$ cat src/adc_port_cfg.svh
// offsets, field positions, reset values and timing counts of the conversion port
// assumes a 100 MHz core clock and a 32-bit classic wishbone register bus
`ifndef ADC_PORT_CFG_SVH
`define ADC_PORT_CFG_SVH

// ****************************************************************
// register byte offsets
// ****************************************************************
`define CTRL_OFS 8'h00
`define STATUS_OFS 8'h04
`define RESULT_OFS 8'h08

// ****************************************************************
// register fields and reset values
// ****************************************************************
`define CTRL_RES16_BIT 0
`define CTRL_RESET 1'b1
`define STAT_BUSY_BIT 0
`define STAT_SLEEP_BIT 1
`define STAT_FRAME_BIT 2
`define STAT_CFG_LSB 8
`define STAT_CFG_MSB 14

// ****************************************************************
// configuration word, first bit sent lands at the top
// ****************************************************************
`define CFG_WIDTH 7
`define CFG_SD_BIT 6
`define CFG_OS_BIT 5
`define CFG_S1_BIT 4
`define CFG_S0_BIT 3
`define CFG_COM_BIT 2
`define CFG_UNI_BIT 1
`define CFG_SLP_BIT 0
`define CFG_RESET 7'h42
`define CFG_COUNT_FULL 3'h7

// ****************************************************************
// result and timing
// ****************************************************************
`define RESULT_WIDTH 16
`define RES12_MASK 16'hFFF0
`define CONV_TIME_NS 3200
`define CLK_PERIOD_NS 10
`define SAR_STEP_CYCLES (`CONV_TIME_NS / `CLK_PERIOD_NS / `RESULT_WIDTH)
`define SYNC_SETTLE 2'h3

`endif

$ cat src/adc_port_pkg.sv
// types shared by the conversion port and its successive-approximation engine
// assumes nothing of its surroundings
package adc_port_pkg;

  typedef enum logic [1:0] {
    PORT_ACQ = 2'h1,
    PORT_CONV = 2'h2
  } port_state_t;

  typedef enum logic [1:0] {
    SAR_IDLE = 2'h1,
    SAR_RUN = 2'h2
  } sar_state_t;

  typedef enum logic [1:0] {
    NEG_GND = 2'h0,
    NEG_CH = 2'h1,
    NEG_COM = 2'h2
  } neg_src_t;

endpackage

$ cat src/sar_if.sv
// signals between the port controller and the successive-approximation engine
// assumes both ends run on the same core clock
`timescale 1ns/100ps
interface sar_if;
  logic start;
  logic done;
  logic busy;
  logic [15:0] code;
  logic [15:0] trial;
  modport ctrl (output start, input done, busy, code, trial);
  modport engine (input start, output done, busy, code, trial);
endinterface

$ cat src/adc_serial_conversion_port.sv
// conversion control and serial port of an 8-channel successive-approximation converter
// assumes frame, shift clock and serial input come asynchronously from a host controller,
// the comparator decision comes on clk_i, and software reaches the registers over wishbone
//
// Operation
// - a rising frame edge starts a new conversion
// - start attempts during a conversion are ignored; the conversion runs to its end
// - the frame line both starts conversions and bounds each serial transfer
// - between conversions take the next word, shift out the result, acquire input
// - result bits are decided from msb down to lsb
// - the finished 12- or 16-bit result is latched for the next read
// - result leaves as straight binary unipolar, two's complement bipolar
// - host shifts the configuration word in during each framed transfer
// - seven-bit word: single/diff, odd/sign, addr hi, addr lo, common, polarity, sleep
// - polarity field picks unipolar or bipolar; sleep field puts converter to sleep
// - common field makes the last input an ordinary channel or the shared minus
// - the serial output moves to its next bit after each falling shift edge
// - the serial input is sampled on rising shift edges
// - a falling frame edge drives the serial output with its first bit
// - a rising frame edge releases the serial output
// - single-ended uses ground or common as minus; differential pairs, odd/sign swaps
// - with common set, the last pin is the minus input in every mode
//
// The address map and the Wishbone interface to the registers were decided locally.
`timescale 1ns/100ps
`include "adc_port_cfg.svh"
module adc_serial_conversion_port
  import adc_port_pkg::*;
(
  input wire logic clk_i,
  input wire logic rst_i,
  input wire logic cyc_i,
  input wire logic stb_i,
  input wire logic we_i,
  input wire logic [7:0] adr_i,
  input wire logic [3:0] sel_i,
  input wire logic [31:0] dat_i,
  output logic [31:0] dat_o,
  output logic ack_o,
  input wire logic conv_start_frame_i,
  input wire logic sck_i,
  input wire logic config_serial_in_i,
  output logic result_serial_out_o,
  output logic result_serial_out_oe_n_o,
  input wire logic comp_i,
  output logic [15:0] dac_trial_o,
  output logic acquire_o,
  output logic sleep_o,
  output logic unipolar_o,
  output logic [2:0] pos_ch_o,
  output logic [1:0] neg_src_o,
  output logic [2:0] neg_ch_o
);
  port_state_t state;
  logic frame_s;
  logic sck_s;
  logic sdi_s;
  logic frame_d;
  logic sck_d;
  logic frame_rise;
  logic frame_fall;
  logic sck_rise;
  logic sck_fall;
  logic [`CFG_WIDTH-1:0] cfg;
  logic [`CFG_WIDTH-1:0] in_shift;
  logic [2:0] in_cnt;
  logic [15:0] out_shift;
  logic [15:0] result_latch;
  logic [15:0] next_result;
  logic res16;
  logic wb_req;
  logic [1:0] settle_cnt;
  logic edges_ok;

  sar_if sar_bus ();

  // ****************************************************************
  // pin synchronisers and edge finding
  // ****************************************************************
  sync2 frame_sync (.clk_i(clk_i), .rst_i(rst_i), .d_i(conv_start_frame_i), .q_o(frame_s));
  sync2 sck_sync (.clk_i(clk_i), .rst_i(rst_i), .d_i(sck_i), .q_o(sck_s));
  sync2 sdi_sync (.clk_i(clk_i), .rst_i(rst_i), .d_i(config_serial_in_i), .q_o(sdi_s));

  always_ff @(posedge clk_i) begin
    if (rst_i) begin
      frame_d <= 1'b0;
      sck_d <= 1'b0;
    end else begin
      frame_d <= frame_s;
      sck_d <= sck_s;
    end
  end

  // synchronisers restart at zero, so the idle-high frame pin would look like a rise
  always_ff @(posedge clk_i) begin
    if (rst_i) begin
      settle_cnt <= 2'h0;
    end else if (settle_cnt != `SYNC_SETTLE) begin
      settle_cnt <= settle_cnt + 2'h1;
    end
  end

  assign edges_ok = (settle_cnt == `SYNC_SETTLE);
  assign frame_rise = frame_s & ~frame_d & edges_ok;
  assign frame_fall = ~frame_s & frame_d & edges_ok;
  assign sck_rise = sck_s & ~sck_d & ~frame_s & edges_ok;
  assign sck_fall = ~sck_s & sck_d & ~frame_s & edges_ok;

  // ****************************************************************
  // conversion control
  // ****************************************************************
  sar_engine engine (.clk_i(clk_i), .rst_i(rst_i), .comp_i(comp_i), .sar(sar_bus.engine));

  always_ff @(posedge clk_i) begin
    if (rst_i) begin
      state <= PORT_ACQ;
    end else begin
      unique case (state)
        PORT_ACQ: if (frame_rise && !cfg[`CFG_SLP_BIT]) state <= PORT_CONV;
        PORT_CONV: if (sar_bus.done) state <= PORT_ACQ;
      endcase
    end
  end

  always_ff @(posedge clk_i) begin
    if (rst_i) begin
      sar_bus.start <= 1'b0;
    end else begin
      // a rise while converting is dropped, not queued
      sar_bus.start <= frame_rise && state == PORT_ACQ && !cfg[`CFG_SLP_BIT];
    end
  end

  assign dac_trial_o = sar_bus.trial;

  always_comb begin
    next_result = res16 ? sar_bus.code : (sar_bus.code & `RES12_MASK);
    if (!cfg[`CFG_UNI_BIT]) begin
      next_result[15] = ~next_result[15];
    end
  end

  always_ff @(posedge clk_i) begin
    if (rst_i) begin
      result_latch <= 16'h0000;
    end else if (sar_bus.done) begin
      result_latch <= next_result;
    end
  end

  // ****************************************************************
  // serial transfer
  // ****************************************************************
  always_ff @(posedge clk_i) begin
    if (rst_i) begin
      out_shift <= 16'h0000;
      result_serial_out_oe_n_o <= 1'b1;
    end else if (frame_rise) begin
      result_serial_out_oe_n_o <= 1'b1;
    end else if (frame_fall) begin
      out_shift <= result_latch;
      result_serial_out_oe_n_o <= 1'b0;
    end else if (sck_fall) begin
      out_shift <= {out_shift[14:0], 1'b0};
    end
  end

  assign result_serial_out_o = out_shift[15];

  always_ff @(posedge clk_i) begin
    if (rst_i) begin
      in_shift <= 7'h00;
      in_cnt <= 3'h0;
    end else if (frame_fall) begin
      in_cnt <= 3'h0;
    end else if (sck_rise) begin
      in_shift <= {in_shift[`CFG_WIDTH-2:0], sdi_s};
      if (in_cnt != `CFG_COUNT_FULL) begin
        in_cnt <= in_cnt + 3'h1;
      end
    end
  end

  // a short word leaves the previous setting in force
  always_ff @(posedge clk_i) begin
    if (rst_i) begin
      cfg <= `CFG_RESET;
    end else if (frame_rise && in_cnt == `CFG_COUNT_FULL) begin
      cfg <= in_shift;
    end
  end

  // ****************************************************************
  // multiplexer and mode outputs
  // ****************************************************************
  always_ff @(posedge clk_i) begin
    if (rst_i) begin
      pos_ch_o <= 3'h0;
      neg_ch_o <= 3'h0;
      neg_src_o <= NEG_GND;
    end else begin
      // plus channel is coded alike in single-ended and differential modes
      pos_ch_o <= {cfg[`CFG_S1_BIT], cfg[`CFG_S0_BIT], cfg[`CFG_OS_BIT]};
      neg_ch_o <= {cfg[`CFG_S1_BIT], cfg[`CFG_S0_BIT], ~cfg[`CFG_OS_BIT]};
      if (cfg[`CFG_COM_BIT]) begin
        neg_src_o <= NEG_COM;
      end else if (cfg[`CFG_SD_BIT]) begin
        neg_src_o <= NEG_GND;
      end else begin
        neg_src_o <= NEG_CH;
      end
    end
  end

  always_ff @(posedge clk_i) begin
    if (rst_i) begin
      sleep_o <= 1'b0;
      unipolar_o <= 1'b1;
      acquire_o <= 1'b0;
    end else begin
      sleep_o <= cfg[`CFG_SLP_BIT];
      unipolar_o <= cfg[`CFG_UNI_BIT];
      acquire_o <= (state == PORT_ACQ) && !cfg[`CFG_SLP_BIT];
    end
  end

  // ****************************************************************
  // wishbone slave
  // ****************************************************************
  assign wb_req = cyc_i & stb_i & ~ack_o;

  always_ff @(posedge clk_i) begin
    if (rst_i) begin
      res16 <= `CTRL_RESET;
    end else if (wb_req && we_i && sel_i[0] && adr_i == `CTRL_OFS) begin
      res16 <= dat_i[`CTRL_RES16_BIT];
    end
  end

  always_ff @(posedge clk_i) begin
    if (rst_i) begin
      ack_o <= 1'b0;
      dat_o <= 32'h00000000;
    end else begin
      ack_o <= wb_req;
      dat_o <= 32'h00000000;
      if (wb_req && !we_i) begin
        case (adr_i)
          `CTRL_OFS: dat_o[`CTRL_RES16_BIT] <= res16;
          `STATUS_OFS: begin
            dat_o[`STAT_BUSY_BIT] <= (state == PORT_CONV);
            dat_o[`STAT_SLEEP_BIT] <= cfg[`CFG_SLP_BIT];
            dat_o[`STAT_FRAME_BIT] <= ~frame_s;
            dat_o[`STAT_CFG_MSB:`STAT_CFG_LSB] <= cfg;
          end
          `RESULT_OFS: dat_o[15:0] <= result_latch;
          default: dat_o <= 32'h00000000;
        endcase
      end
    end
  end
endmodule

$ cat src/sar_engine.sv
// successive-approximation sequencer: one trial bit per step, msb first
// assumes comp_i is the comparator decision, settled on clk_i, high when input >= trial
`timescale 1ns/100ps
`include "adc_port_cfg.svh"
module sar_engine
  import adc_port_pkg::*;
(
  input wire logic clk_i,
  input wire logic rst_i,
  input wire logic comp_i,
  sar_if.engine sar
);
  localparam logic [7:0] STEP_LAST = 8'(`SAR_STEP_CYCLES - 1);

  sar_state_t state;
  logic [3:0] bit_idx;
  logic [7:0] step_cnt;
  logic [15:0] trial;
  logic [15:0] code;
  logic done;
  logic [15:0] mask;
  logic [15:0] decided;
  logic last_step;

  assign mask = 16'h0001 << bit_idx;
  assign decided = comp_i ? trial : (trial & ~mask);
  assign last_step = (step_cnt == STEP_LAST);
  assign sar.busy = (state == SAR_RUN);
  assign sar.trial = trial;
  assign sar.code = code;
  assign sar.done = done;

  // ****************************************************************
  // sequencing
  // ****************************************************************
  always_ff @(posedge clk_i) begin
    if (rst_i) begin
      state <= SAR_IDLE;
    end else begin
      unique case (state)
        SAR_IDLE: if (sar.start) state <= SAR_RUN;
        SAR_RUN: if (last_step && bit_idx == 4'h0) state <= SAR_IDLE;
      endcase
    end
  end

  always_ff @(posedge clk_i) begin
    if (rst_i) begin
      step_cnt <= 8'h00;
      bit_idx <= 4'hF;
    end else if (state == SAR_IDLE) begin
      step_cnt <= 8'h00;
      bit_idx <= 4'hF;
    end else if (last_step) begin
      step_cnt <= 8'h00;
      bit_idx <= bit_idx - 4'h1;
    end else begin
      step_cnt <= step_cnt + 8'h01;
    end
  end

  // ****************************************************************
  // bit decisions, msb to lsb
  // ****************************************************************
  always_ff @(posedge clk_i) begin
    if (rst_i) begin
      trial <= 16'h0000;
    end else if (state == SAR_IDLE && sar.start) begin
      trial <= 16'h8000;
    end else if (state == SAR_RUN && last_step) begin
      trial <= decided | (mask >> 1);
    end
  end

  always_ff @(posedge clk_i) begin
    if (rst_i) begin
      code <= 16'h0000;
      done <= 1'b0;
    end else begin
      done <= (state == SAR_RUN) && last_step && (bit_idx == 4'h0);
      if (state == SAR_RUN && last_step && bit_idx == 4'h0) begin
        code <= decided;
      end
    end
  end
endmodule

$ cat src/sync2.sv
// two flip-flop synchroniser for one level
// assumes the input is asynchronous to clk_i
`timescale 1ns/100ps
module sync2 (
  input wire logic clk_i,
  input wire logic rst_i,
  input wire logic d_i,
  output logic q_o
);
  logic meta;

  always_ff @(posedge clk_i) begin
    if (rst_i) begin
      meta <= 1'b0;
      q_o <= 1'b0;
    end else begin
      meta <= d_i;
      q_o <= meta;
    end
  end
endmodule
$ cat config.mk
export PLATFORM = sky130hd
export DESIGN_NAME = adc_serial_conversion_port
export DESIGN_NICKNAME = d
export VERILOG_FILES = /design/src/adc_port_pkg.sv /design/src/sar_if.sv /design/src/adc_serial_conversion_port.sv /design/src/sar_engine.sv /design/src/sync2.sv
export VERILOG_INCLUDE_DIRS = /design/src
export SDC_FILE = /design/constraint.sdc
export NUM_CORES = 1
export LEC_CHECK = 0
export BUFFER_PORTS_ARGS = -buffer_cell sky130_fd_sc_hd__clkbuf_2
export CAP_MARGIN = 5
export CORE_AREA = 2 2 115 117
export CTS_CLUSTER_DIAMETER = 50
export DETAILED_ROUTE_END_ITERATION = 7
export DIE_AREA = 0 0 117 119
export PLACE_DENSITY = 0.76
export SLEW_MARGIN = 20
export SYNTH_ARGS = -nofsm -noshare
export SYNTH_HDL_FRONTEND = slang
export SYNTH_SLANG_ARGS = --single-unit
export TNS_END_PERCENT = 100
$ cat constraint.sdc
create_clock -name clk_i -period 2.3 [get_ports clk_i]
set_input_delay 0.23 -clock clk_i [delete_from_list [all_inputs] [get_ports clk_i]]
set_output_delay 0.23 -clock clk_i [all_outputs]
set_load 0.03 [all_outputs]
[Word-level counts from Yosys, hierarchy flattened]
Cells that the tools add are included.
Storage, ports and cells
  register bits after elaboration: 155
  bits in latches: 0
  RAM bits: 0
  ROM bits: 0
  bits of input ports: 53
  output and inout bits: 62
  logic and storage cells: 132
  memories: 0
Operators by class
  add/sub/neg operators: 4
  multiply operators: 0
  divide/modulo/power cells: 0
  magnitude comparators: 0
  equality and inequality tests: 15
  shift operators: 1
  multiplexer cells: 18
  bitwise operators: 26
  reduce and logical (&&, ||, !) cells: 32
Operator list (number)
  $mux 16: 5
  $and 16x16->16: 1
  $not 16->16: 1
  $or 16x15->16: 1
  $shl 1x4->16 const A: 1
  $pmux 7 s2: 1
  $logic_and 1x1->1: 13
  $and 1x1->1: 12
  $pmux 2 s2: 3
  $reduce_or 2->1: 6
  $not 1->1: 11
  $mux 2: 5
  $reduce_and 2->1: 5
  $add 8x1->8 const B: 1
  $eq 8x3->1 const B: 1
  $eq 8x4->1 const B: 1
  $eq 8x5->1 const B: 1
  $logic_not 8->1: 1
  $ne 2x2->1 const B: 4
  $eq 2x2->1 const B: 3
  $reduce_or 3->1: 2
  $eq 2x1->1 const B: 2
  $logic_not 4->1: 1
  $mux 4: 1
  10 further kinds: 13

[Longest topological paths before layout]
  depth after elaboration: 7
  depth in mapped cells: 6
  depth with buffers taken out: 5

[Modules after synthesis]
From an unflattened synthesis, not the netlist that was laid out.
Second synthesis, totals
  cells, all modules: 610
  area, all modules: 5609.1 µm²
By module, submodules not included
  adc_serial_conversion_port: instances 1, cells each 366, area an instance 3326.9 µm², seq. area each 1681.6 µm²
  sar_engine: instances 1, cells each 232, area an instance 2124.5 µm², seq. area each 940.9 µm²
  sync2: instances 3, cells each 4, area an instance 52.6 µm², seq. area each 40.0 µm²

[Worst setup path before layout]
Ideal clock, no wire load.
  path kind: flip-flop to flip-flop
  from: register engine.step_cnt[0]
  to: register engine.code[13] (netlist: engine.sar.code[13])
  library setup time: 128 ps
  arrival: 1490 ps
  data required time: 2172 ps
  path slack: 682 ps
  cell stages (with the launch flop): 7
  buffers on the path: 1
  period minus slack after synthesis: 1618 ps
  cells stage by stage: dfxtp_1 > ha_1 > nor3b_2 > and4_4 > buf_12 > mux2i_1 > nor2_1
Between the ends
  cells in the longest elaborated chain, start to end: 3
Ends and longest elaborated chain
  start: declaration: RTL line sar_engine.sv:17  | logic [7:0] step_cnt;
  start signal: assignment: RTL line sar_engine.sv:58  | step_cnt <= step_cnt + 8'h01;
  $eq 8x5->1: RTL line sar_engine.sv:27  | assign last_step = (step_cnt == STEP_LAST);
  $logic_and 1x1->1 (2 in a row): RTL line sar_engine.sv:81  | if (state == SAR_RUN && last_step && bit_idx == 4'h0) begin
  end signal: assignment: RTL line sar_engine.sv:82  | code <= decided;
  end: declaration: RTL line sar_engine.sv:19  | logic [15:0] code;
Every way passes these cells.
A chain may end at the register's enable or synchronous reset.

[Worst setup path in the final report]
  from: register engine.step_cnt[0]
  to: register engine.trial[12] (netlist: engine.sar.trial[12])
Between the ends
  cells in the longest elaborated chain, start to end: 2
Ends and longest elaborated chain
  $eq 8x5->1: RTL line sar_engine.sv:27
  $logic_and 1x1->1: RTL line sar_engine.sv:70  | end else if (state == SAR_RUN && last_step) begin
  end signal: assignment: RTL line sar_engine.sv:71  | trial <= decided | (mask >> 1);
  end: declaration: RTL line sar_engine.sv:18  | logic [15:0] trial;
Every way passes these cells.

==> flow_metrics.env <==
export IMPL_core_area_um2=12900
export IMPL_p_sw_mw=1.09
export IMPL_fin_nets=685
export IMPL_fill_cells=1168
export IMPL_globalplace_congestion=0.899
export IMPL_crit_arrival_ns=2.28
export IMPL_setup_viol=0
export IMPL_die_area_um2=13900
export IMPL_cts_buffers=17
export IMPL_drive_gt1_share_pct=19.7
export IMPL_ios=115
export IMPL_tightest_slew_ns=0.705
export IMPL_register_area_um2=2740
export IMPL_hpwl_um=8140
export IMPL_clock_fmax_mhz=499
export IMPL_routed_wl_um=11600
export IMPL_yosys_area_top_type="dfxtp_1"
export IMPL_mostFrequentLayoutCell="dfxtp_1"
export IMPL_cts_setup_buffers=0
export IMPL_cp_end_kind="flip-flop"
export IMPL_placed_area_um2=5790
export IMPL_ys_warn_count=0
export IMPL_intPower_mw=4.33
export IMPL_clockPowerShare_pct=51.4
export IMPL_skew_ns=0.00688
export IMPL_hold_buffers=0
export IMPL_grt_pass1_vias=3955
export IMPL_layout_min_cycle_time_ns=2.00
export IMPL_routedWlPerCell_um=14.2
export IMPL_powerDensity_nw_per_um2=845
export IMPL_path_clk_slew_ns=0.05
export IMPL_yosysSeqAreaShare_pct=50.6
export IMPL_worstSetupPathType="flip-flop to flip-flop"
export IMPL_overflow=0
export IMPL_ys_ff_latch=137
export IMPL_fin_util_pct=49.8
export IMPL_swShare_pct=20.1
export IMPL_synth_cell_area_um2=5420
export IMPL_rows=42
export IMPL_dpl_cell_count=780
export IMPL_worstPathMaxFanout=21
export IMPL_synthTopCellsByArea="dfxtp_1, mux2i_1, nor2_1"
export IMPL_cp_start_kind="flip-flop"
export IMPL_synth_ff_type="dfxtp_1"
export IMPL_fp_dieW_um=117
export IMPL_synth_top_area_share_pct=50.6
export IMPL_clock_root_buffer="clkbuf_16"
export IMPL_rsz0062_at_grt="false"
export IMPL_postSynthCellCount=565
export IMPL_grt_use_total_pct=17.4
export IMPL_fp_dieH_um=119
export IMPL_antenna_found_initial=0
export IMPL_tns_ns=0
export IMPL_synth_distinct_cells=53
export IMPL_final_cells=812
export IMPL_cts_tree="built"
export IMPL_antennaDiodeCount=0
export IMPL_p_comb_share_pct=3.8
export IMPL_layout_common_cells="dfxtp_1, clkbuf_2, nor2_1"
export IMPL_ir_worst_vdd_mv=0.539
export IMPL_clkSinkCount=137
export IMPL_worstHoldPathType="input port to flip-flop"
export IMPL_leakage_nw=2.39
export IMPL_max_slew_margin_pct=52.9
export IMPL_outcome="finished, final reports clean"
export IMPL_final_max_slew_viol_count=0
export IMPL_grt_pass1_wl_um=19200
export IMPL_vias_per_cell=5.08
export IMPL_syn_to_final_growth_pct=18.2
export IMPL_final_cell_area_um2=6410
export IMPL_required_ns=2.57
export IMPL_floorplan_initialDensity_pct=42.1
export IMPL_power_total_mw=5.42
export IMPL_route_detailed_drc=0
export IMPL_period_share_pct=87.1
export IMPL_grt_start_max_net_pins=52
export IMPL_synth_edff_count=0
export IMPL_clk_latency_ns=0.41
export IMPL_clk_path_buf_depth=2
export IMPL_cts_resized=0
export IMPL_hold_viol_final=0
export IMPL_ant_nets=0
export IMPL_multi_input_area_um2=2440
export IMPL_first_iter_violations=271
export IMPL_port_buffers=64
export IMPL_power_frac_seq_pct=44.8
export IMPL_firstDrtPassIters=4
export IMPL_htreeDepth=4
export IMPL_synthArstFlopShare_pct=0
export IMPL_synth_area_per_cell_um2=9.60
export IMPL_max_cap_violations=0
export IMPL_vias=4125
==> Yosys cell counts, types with 3 or more instances <==
cell type,n
a21oi_2,7
nor2b_1,22
clkbuf_1,15
and3_1,5
o21ai_1,13
and2_1,8
buf_1,5
inv_1,5
and3b_1,3
nand3_1,32
nand2_1,45
mux2i_1,28
xor2_1,8
dfxtp_1,137
buf_4,18
o311ai_1,14
nand2b_1,19
a22oi_1,22
nor3_1,7
nand3_2,3
xnor2_1,3
nand3b_1,3
a21boi_0,3
nor2_1,51
o21ai_0,3
a21oi_1,36
nor3b_1,3
ha_1,9
buf_2,8
==> worst paths after layout <==
path / start / to / slack [ns] / depth (start not counted)
worst max-delay path: engine.step_cnt[0]$_SDFF_PP0_ / engine.sar.trial[12]$_SDFFE_PP0P_ / 0.30 / 5
worst min-delay path: config_serial_in_i / sdi_sync.meta$_SDFF_PP0_ / 0.04 / 2
worst max register to register: engine.step_cnt[0]$_SDFF_PP0_ / engine.sar.trial[12]$_SDFFE_PP0P_ / 0.30 / 5
worst min register to register: sdi_sync.meta$_SDFF_PP0_ / sdi_sync.q_o$_SDFF_PP0_ / 0.44 / 1
==> power by group through the flow <==
stage	combinational, mW	sequential (mW)	clock [mW]
after floorplan	0.166	2.48	0
after global placement	0.197	2.47	0
after detailed placement	0.205	2.48	0
after CTS	0.206	2.43	2.82
after global routing	0.225	2.43	2.93
final	0.207	2.43	2.78
==> metrics by stage <==
stage	worst slack [ns]	hold slack, ns
after CTS	0.356	0.0218
after floorplan	0.682	0.358
after detailed placement	0.376	0.425
after global placement	0.439	0.418
after global routing	0.163	0.0372
final	0.296	0.0361
==> worst max-delay path: stages, from the launching register on <==
cell	delay (ns)
dfxtp_1	0.38
ha_1	0.26
nor3b_2	0.34
nand2_2	0.31
o311ai_1	0.41
o21ai_1	0.15
==> layer usage <==
layer | part of all wire (%) | routed length [µm] | GRT usage, % | up-vias
li1 | - | - | - | 2050
met1 | 43 | 4980 | 21.8 | 1910
met3 | 5.4 | 626 | 4.27 | 24
met5 | 0 | 0 | 0 | -
met2 | 49 | 5720 | 28.1 | 141
met4 | 2.0 | 227 | 8.09 | 0
==> logic make-up after synthesis <==
kind of cell | after synthesis | share of synthesized area, %
AND/OR/NAND/NOR | 220 | 21.8
flip-flops | 137 | 50.6
AO/OA/AOI/OAI | 105 | 12.7
buffers and inverters | 53 | 5.61
multiplexers | 29 | 5.38
XOR/XNOR | 11 | 1.78
adder cells (fa/ha/maj) | 9 | 2.08
other | 1 | 0.0692
==> registers in the layout, summed over array words and instances, names as in the netlist, 2 cells and up <==
name,flops
cfg,7
dat_o,16
engine.bit_idx,4
engine.sar.code,16
engine.sar.trial,16
engine.state,2
engine.step_cnt,8
in_cnt,3
in_shift,7
neg_src_o,2
out_shift,16
pos_ch_o,3
result_latch,16
settle_cnt,2
state,2
==> area by class of cell <==
cell class	instances	share of cell area, %
inverters	5	0.293
clock buffers	23	7.30
well taps	176	3.43
repair buffers	72	5.93
flip-flops and latches	137	42.8
clock inverters	9	2.26
multi-input cells	390	38.0
Note: power is estimated with default switching activity, not from simulation.
